===== config.mk =====
export PLATFORM = sky130hd
export DESIGN_NAME = scm_sysclk_ctrl
export DESIGN_NICKNAME = d
export VERILOG_FILES = /design/src/verilog/scm_osc_model.v /design/src/verilog/scm_sysclk_ctrl.v
export VERILOG_INCLUDE_DIRS = /design/src /design/src/verilog
export SDC_FILE = /design/constraint.sdc
export NUM_CORES = 1
export LEC_CHECK = 0
export BUFFER_PORTS_ARGS = -buffer_cell sky130_fd_sc_hd__buf_2
export CORE_MARGIN = 5
export CORE_UTILIZATION = 52
export DETAILED_ROUTE_END_ITERATION = 7
export PLACE_DENSITY = 0.78
export RECOVER_POWER = 50
export SYNTH_ARGS = -nofsm -noshare
export SYNTH_HDL_FRONTEND = slang
export SYNTH_SLANG_ARGS = --single-unit

===== constraint.sdc =====
create_clock -name mclk_i -period 1.8 [get_ports mclk_i]
set_input_delay 0.18 -clock mclk_i [delete_from_list [all_inputs] [get_ports mclk_i]]
set_output_delay 0.18 -clock mclk_i [all_outputs]
set_load 0.01 [all_outputs]

===== src/verilog/scm_map.vh =====
`ifndef SCM_MAP_VH
`define SCM_MAP_VH
// system clock selector codes
`define SCM_SEL_DIV1      3'h0
`define SCM_SEL_SLOW      3'h7
`define SCM_SEL_RST       3'h0
`define SCM_FAST_EN_RST   1'b1
// oscillator rates and stabilisation time
`define SCM_CLK_MHZ       125
`define SCM_FAST_OSC_KHZ  8000
`define SCM_SLOW_OSC_KHZ  32
`define SCM_FAST_STAB_US  20
`define SCM_FAST_STAB_CYC (`SCM_FAST_STAB_US * `SCM_CLK_MHZ)
// fast half period: 125000/8000/2 = 7.8 -> 7 cycles (round down)
`define SCM_FAST_HALF_CYC ((`SCM_CLK_MHZ * 1000) / (`SCM_FAST_OSC_KHZ * 2))
`define SCM_SLOW_HALF_CYC ((`SCM_CLK_MHZ * 1000) / (`SCM_SLOW_OSC_KHZ * 2))
// operating mode codes
`define SCM_MODE_FAST     3'h0
`define SCM_MODE_SLOW     3'h1
`define SCM_MODE_SLEEP    3'h2
`define SCM_MODE_IDLE_S   3'h3
`define SCM_MODE_IDLE_B   3'h4
`define SCM_MODE_IDLE_F   3'h5
`endif


===== src/verilog/scm_osc_model.v =====
`include "scm_map.vh"
// on-chip rc oscillator stand-in: enable-pulse generator from the system clock
module scm_osc_model #(
    parameter HALF_CYC = 7,
    parameter STAB_CYC = 1
) (
    input  wire mclk_i,
    input  wire rst_i,
    input  wire run_i,
    output wire tick_o,
    output wire stable_o
);
    reg [15:0] half_cnt_reg;
    reg [15:0] stab_cnt_reg;
    reg        stable_reg;
    reg        phase_reg;

    always @(posedge mclk_i)
    begin
        if (rst_i || !run_i)
        begin
            half_cnt_reg <= 16'h0000;
            stab_cnt_reg <= 16'h0000;
            stable_reg   <= 1'b0;
            phase_reg    <= 1'b0;
        end
        else
        begin
            if (half_cnt_reg == HALF_CYC[15:0] - 16'h0001)
            begin
                half_cnt_reg <= 16'h0000;
                phase_reg    <= ~phase_reg;
            end
            else
                half_cnt_reg <= half_cnt_reg + 16'h0001;
            if (stab_cnt_reg == STAB_CYC[15:0] - 16'h0001)
                stable_reg <= 1'b1;
            else if (!stable_reg)
                stab_cnt_reg <= stab_cnt_reg + 16'h0001;
        end
    end

    // one tick per full oscillator period
    assign tick_o   = run_i && phase_reg && (half_cnt_reg == HALF_CYC[15:0] - 16'h0001);
    assign stable_o = stable_reg;
endmodule


===== src/verilog/scm_sysclk_ctrl.v =====
`include "scm_map.vh"
// Contract
// - fast clock from internal 8MHz oscillator
// - slow clock from internal 32kHz oscillator
// - fast run divides fast clock 1..64
// - codes 000-110 divide, 111 selects slow
// - selector change allowed while running
// - fast run keeps all clocks running
// - code 111 runs processor from slow
// - slow run fast osc follows enable bit
// - six modes: two run, four power-down
// - halt, both keeps low: sleep
// - sleep keeps slow rc only for watchdog
// - halt, slow keep only: idle slow
// - halt, both keeps high: idle both
// - halt, fast keep only: idle fast
// - oscillators feed watchdog and time base
// - stable flag clears then sets on enable
module scm_sysclk_ctrl #(
    parameter FAST_STAB_CYC = `SCM_FAST_STAB_CYC
) (
    input  wire       mclk_i,
    input  wire       rst_i,
    input  wire [2:0] sys_clk_select_i,
    input  wire       fast_osc_enable_i,
    input  wire       fast_osc_idle_keep_i,
    input  wire       slow_osc_idle_keep_i,
    input  wire       halt_i,
    input  wire       wake_i,
    input  wire       wdt_enable_i,
    output wire       cpu_clk_en_o,
    output wire       sys_clk_en_o,
    output wire       fast_clk_en_o,
    output wire       slow_clk_en_o,
    output wire       slow_rc_clk_en_o,
    output wire       fast_osc_run_o,
    output wire       slow_osc_run_o,
    output reg        fast_osc_stable_flag_o,
    output reg  [2:0] active_select_o,
    output reg  [2:0] op_mode_o
);
    localparam ST_RUN  = 1'b0;
    localparam ST_DOWN = 1'b1;

    reg        state_reg;
    reg        state_next;
    reg        fast_keep_reg;
    reg        slow_keep_reg;
    reg  [2:0] sel_reg;
    reg  [5:0] div_cnt_reg;
    reg  [5:0] div_cnt_next;
    reg        div_tick;
    wire       fast_tick;
    wire       slow_tick;
    wire       fast_stable;
    wire       slow_stable;
    wire       fast_run;
    wire       slow_run;
    wire       sel_slow;
    wire       src_tick;
    wire       down;

    assign down     = (state_reg == ST_DOWN);
    assign sel_slow = (sel_reg == `SCM_SEL_SLOW);

    // fast oscillator: always on in fast run, enable bit in slow run, idle keep bit in power-down
    // a pending fast code also starts it, else the switch back would wait forever
    assign fast_run = down ? fast_keep_reg :
                      (fast_osc_enable_i || !sel_slow || sys_clk_select_i != `SCM_SEL_SLOW);
    // slow rc stops only in sleep without watchdog; idle fast gates the slow clock instead
    assign slow_run = !down || fast_keep_reg || slow_keep_reg || wdt_enable_i;

    scm_osc_model #(
        .HALF_CYC (`SCM_FAST_HALF_CYC),
        .STAB_CYC (FAST_STAB_CYC)
    ) u_fast_osc (
        .mclk_i   (mclk_i),
        .rst_i    (rst_i),
        .run_i    (fast_run),
        .tick_o   (fast_tick),
        .stable_o (fast_stable)
    );

    scm_osc_model #(
        .HALF_CYC (`SCM_SLOW_HALF_CYC),
        .STAB_CYC (1)
    ) u_slow_osc (
        .mclk_i   (mclk_i),
        .rst_i    (rst_i),
        .run_i    (slow_run),
        .tick_o   (slow_tick),
        .stable_o (slow_stable)
    );

    // power-down sequencing; keep bits are latched at the halt
    always @*
    begin
        state_next = state_reg;
        case (state_reg)
            ST_RUN:
                if (halt_i)
                    state_next = ST_DOWN;
            ST_DOWN:
                if (wake_i)
                    state_next = ST_RUN;
            default:
                state_next = ST_RUN;
        endcase
    end

    always @(posedge mclk_i)
    begin
        if (rst_i)
        begin
            state_reg     <= ST_RUN;
            fast_keep_reg <= 1'b0;
            slow_keep_reg <= 1'b0;
        end
        else
        begin
            state_reg <= state_next;
            if (!down && halt_i)
            begin
                fast_keep_reg <= fast_osc_idle_keep_i;
                slow_keep_reg <= slow_osc_idle_keep_i;
            end
        end
    end

    // selector takes effect only when the new source is stable; a change to a fast code
    // also waits for a tick of the current source, while a change to slow code 111 does not wait for one
    always @(posedge mclk_i)
    begin
        if (rst_i)
            sel_reg <= `SCM_SEL_RST;
        else if (sys_clk_select_i != sel_reg && !down)
        begin
            if (sys_clk_select_i == `SCM_SEL_SLOW)
            begin
                if (slow_stable && (fast_tick || !fast_stable || !sel_slow))
                    sel_reg <= sys_clk_select_i;
            end
            else if (fast_stable && (sel_slow ? slow_tick : div_tick))
                sel_reg <= sys_clk_select_i;
        end
    end

    // divide-by-2^n of the fast ticks
    always @*
    begin
        div_cnt_next = div_cnt_reg;
        div_tick     = 1'b0;
        if (fast_tick)
        begin
            div_cnt_next = div_cnt_reg + 6'h01;
            case (sel_reg)
                3'h0:    div_tick = 1'b1;
                3'h1:    div_tick = (div_cnt_reg[0]   == 1'b1);
                3'h2:    div_tick = (div_cnt_reg[1:0] == 2'h3);
                3'h3:    div_tick = (div_cnt_reg[2:0] == 3'h7);
                3'h4:    div_tick = (div_cnt_reg[3:0] == 4'hf);
                3'h5:    div_tick = (div_cnt_reg[4:0] == 5'h1f);
                3'h6:    div_tick = (div_cnt_reg      == 6'h3f);
                default: div_tick = 1'b0;
            endcase
        end
    end

    always @(posedge mclk_i)
    begin
        if (rst_i)
            div_cnt_reg <= 6'h00;
        else
            div_cnt_reg <= div_cnt_next;
    end

    assign src_tick = sel_slow ? slow_tick : div_tick;

    // stable flag drops one cycle after the oscillator is stopped
    always @(posedge mclk_i)
    begin
        if (rst_i)
        begin
            fast_osc_stable_flag_o <= 1'b0;
            active_select_o        <= `SCM_SEL_RST;
            op_mode_o              <= `SCM_MODE_FAST;
        end
        else
        begin
            fast_osc_stable_flag_o <= fast_run && fast_stable;
            active_select_o        <= sel_reg;
            if (!down)
                op_mode_o <= sel_slow ? `SCM_MODE_SLOW : `SCM_MODE_FAST;
            else
                case ({fast_keep_reg, slow_keep_reg})
                    2'b00:   op_mode_o <= `SCM_MODE_SLEEP;
                    2'b01:   op_mode_o <= `SCM_MODE_IDLE_S;
                    2'b11:   op_mode_o <= `SCM_MODE_IDLE_B;
                    default: op_mode_o <= `SCM_MODE_IDLE_F;
                endcase
        end
    end

    assign cpu_clk_en_o = !down && src_tick;
    // in idle the system clock runs only while its own source is kept
    assign sys_clk_en_o = src_tick && (!down || (sel_slow ? slow_keep_reg : fast_keep_reg));
    assign fast_clk_en_o    = fast_tick;
    assign slow_clk_en_o    = slow_tick && (!down || slow_keep_reg);
    assign slow_rc_clk_en_o = slow_tick;
    assign fast_osc_run_o   = fast_run;
    assign slow_osc_run_o   = slow_run;
endmodule


==> reports/metrics.json <==
{
  "outcome": {
    "result_of_the_run": "complete, but fails checks",
    "violations": "setup timing"
  },
  "critical_path": {
    "critical_path_cell_count": 8,
    "cp_cell_sequence": "inv_2, ha_4, or3b_4, nor4_4, and3_4, a21oi_2, a21oi_2, buf_2",
    "crit_arrival_ns": 2.14,
    "worstPathMaxFanout": 4,
    "required_ns": 1.62,
    "critical_path.n_buffers_inverters": 2,
    "crit_path_largest_cell_delay_ns": 0.38,
    "worst_setup_path_end_kind": "output pin",
    "cpMaxStageDelayCell": "or3b_4",
    "critPathKind": "reg -> out",
    "critical_path.most_common_cell": "a21oi_2",
    "cp_top_family": "simple AND/OR/NAND/NOR gates",
    "ff2ff_path_depth": 10,
    "worst_setup_path_start_kind": "register"
  },
  "floorplanning": {
    "placementRows": 32,
    "die-width_um": 97.67,
    "fp.dieArea_um2": 9538,
    "die_y_um": 97.67,
    "pin_count": 25,
    "floorplan.initialDensity": 0.5253,
    "core-area_um2": 7607
  },
  "placed_design": {
    "place_congestion": 0.8397,
    "post-dp-hpwl_mm": 6.100,
    "dpl_cell_area_um2": 4683,
    "place.port_buffers": 24,
    "dpl.cell_count": 624
  },
  "power": {
    "power_per_cell_area_nw_per_um2": 699.5,
    "power_frac_seq": 0.545,
    "power.share.switching": 0.2418,
    "irDropWorstVdd_v": 0.0006217,
    "share_comb_of_total_power": 0.066,
    "design_power_total_mw": 3.617,
    "pwr-share-clk": 0.389,
    "intPower_mw": 2.743,
    "p_leak_nw": 2.047,
    "netSwitchingPower_mw": 0.8747
  },
  "final_layout": {
    "synthesis_to_layout_area_growth_pct": 29.40,
    "layout.cells.most_common_list": "nor2_1, dfxtp_1, buf_4",
    "final_cell_area_um2": 5171,
    "seq_area_um2": 1750,
    "layout_cell_share_with_drive_strength_beyond_1": 0.2974,
    "diodes": 0,
    "fillerInstances": 577,
    "multi_input_gate_area_um2": 2346,
    "final_nets": 568,
    "layout_commonest_cell": "nor2_1",
    "layout.cells.non_filler": 650
  },
  "sta": {
    "timing.hold.ws_ns": 0.05622,
    "slew_violations": 0,
    "report.final.setup_viol": 12,
    "post-route-min-period_ns": 2.318,
    "clock_tree_skew_after_final_layout_ns": 0.009086,
    "worst-slew-pin-transition_ns": 0.4075,
    "setup_repair_after_global_routing_missed_its_margin": "yes",
    "slew_headroom": 0.7279,
    "fmax_mhz": 431.4,
    "layout_setup_ws_ns": -0.5180,
    "final_hold_viol_count": 0,
    "layout_worst_path_cycle_share": 1.288
  },
  "clocking": {
    "tritoncts": "yes",
    "h-tree-depth": 3,
    "cts.sink_count": 87,
    "insertion_delay_ns": 0.36,
    "worst_setup_hold_path_clk_slew_ns": 0.09,
    "cts_inserted_buffers": 9,
    "clock-root-buffer": "clkbuf_8",
    "clockBufferDepth": 2
  },
  "yosys": {
    "post_synth.cell_area_avg_um2": 8.783,
    "synth-seq-area-share": 0.4358,
    "synth-compound-area-share": 0.06230,
    "synth_xor_xnor_area_share": 0.1315,
    "number_of_enable_type_register_cells_in_the_synthesized_netlist": 0,
    "synth.ff_latch_count": 87,
    "netlist_area_um2": 3996,
    "main_flop_type_after_synthesis": "dfxtp_1",
    "synth_fa_ha_area_frac": 0.04383,
    "main_combinational_cell_family_by_area_after_synthesis": "simple AND/OR/NAND/NOR gates",
    "yosys.area_share.simple": 0.2818,
    "synth.area.mux_share": 0.007514,
    "ys.warnings.count": 0,
    "synth_nets": 480,
    "postSynthCellCount": 455,
    "netlist-cell-type-count": 49,
    "synthArstFlopShare": 0
  },
  "detailed_routing": {
    "first_iter_violations": 85,
    "totalWireLength_mm": 8.685,
    "routedWlPerCell_um": 13.36,
    "detail_route.first_pass.iterations": 4,
    "via_count": 3344,
    "antenna_violating_nets_post_route": 0,
    "post-route-drc-count": 0,
    "viasPerCell": 5.145
  },
  "grt": {
    "vias_in_the_first_global_route": 3294,
    "grt_first_pass_wirelength_mm": 14.72,
    "grt_overflow": 0,
    "grt_max_degree": 20,
    "track_usage": 0.1863,
    "antenna_found_initial": 0
  },
  "min_path": {
    "hold_depth": 3,
    "hp_class": "in -> reg"
  },
  "flow_run": {
    "maxCapViolCount": 0
  }
}
==> synthesized netlist by cell type, types with 4 or more instances <==
cell      instances  share of area
nor4_2            4          0.013
and3_1           15          0.023
dfxtp_1          87           0.44
xnor2_1          24          0.053
nor2b_1           4         0.0063
nand4_1          12          0.019
o21ai_0           8          0.010
inv_1            19          0.018
ha_1             14          0.044
nor2_1           91          0.085
nor4b_1           4         0.0088
nand2_1          22          0.021
a21oi_1          14          0.018
nand3_1          25          0.031
or3_1             9          0.014
buf_2             8          0.010
clkbuf_1          8         0.0075
nand2b_1          4         0.0063
xor2_1           36          0.079
nor3_1            7         0.0088
==> path summary, 6_finish.rpt <==
check | slack (ns) | start | end
worst max-delay path | -0.52 | u_slow_osc.half_cnt_reg[1]$_SDFF_PP0_ | sys_clk_en_o
worst min register to register | 0.46 | u_fast_osc.stable_o$_SDFFE_PP0P_ | fast_osc_stable_flag_o$_SDFF_PP0_
worst min-delay path | 0.06 | fast_osc_idle_keep_i | fast_keep_reg$_SDFFE_PP0P_
worst max register to register | -0.43 | u_slow_osc.half_cnt_reg[1]$_SDFF_PP0_ | sel_reg[0]$_SDFFE_PP0P_
==> power groups by stage <==
stage / clock network (mW) / registers (mW) / logic (mW)
after floorplan: 0 / 2.01 / 0.128
after global placement: 0 / 2.01 / 0.215
final: 1.41 / 1.97 / 0.239
after CTS: 1.44 / 1.97 / 0.231
after global routing: 1.53 / 1.98 / 0.264
after detailed placement: 0 / 2.01 / 0.223
==> stage by stage <==
step	TNS [ns]	util	setup WS [ns]
after floorplan	-0.7763	-	-0.1335
after global placement	-1.155	0.6156	-0.2740
after detailed placement	-2.886	0.6156	-0.3261
after CTS	-3.759	0.6579	-0.5938
after global routing	-6.392	0.6798	-0.6386
final	-3.648	0.6798	-0.5180
==> layout make-up <==
class	instances	share of cell area
Multi-Input combinational cell	331	0.4537
Sequential cell	87	0.3385
Timing Repair Buffer	95	0.1292
Clock buffer	10	0.02662
Tap cell	102	0.02468
Inverter	19	0.01428
Clock inverter	6	0.01307
==> worst register-to-register path, cell delays in order, from the launching register on <==
cell and delay (ns):
dfxtp_2 0.33, inv_2 0.07, ha_4 0.13, or3b_4 0.38
nor4_4 0.34, buf_4 0.18, nand2_4 0.05, buf_6 0.13
o22ai_4 0.15, a211oi_2 0.12, a22o_1 0.23
==> layer usage <==
layer | vias to the layer above | global-route usage | share of wire
met5 | - | 0 | 0
met4 | 0 | 0.04473 | 0.0094
met3 | 9 | 0.05384 | 0.030
met2 | 38 | 0.3310 | 0.52
met1 | 1582 | 0.2206 | 0.44
li1 | 1715 | - | -
==> cells by family (layout without fill, tap and decap cells) <==
group	after synthesis	count (layout)
flip-flops	87	87
XOR/XNOR	60	60
multiplexers	3	3
adder cells (fa/ha/maj)	14	14
AO/OA/AOI/OAI	37	37
buffers and inverters	37	130
AND/OR/NAND/NOR	217	217
==> repair_timing <==
action	CTS	global route
gates resized for setup	16	45
buffers inserted	6	4
setup endpoints to repair	21	50
cloned	0	0
hold buffers	1	0
pin swaps	5	20
endpoints found under the hold margin	1	0
Note: power is estimated with default switching activity, not from simulation.
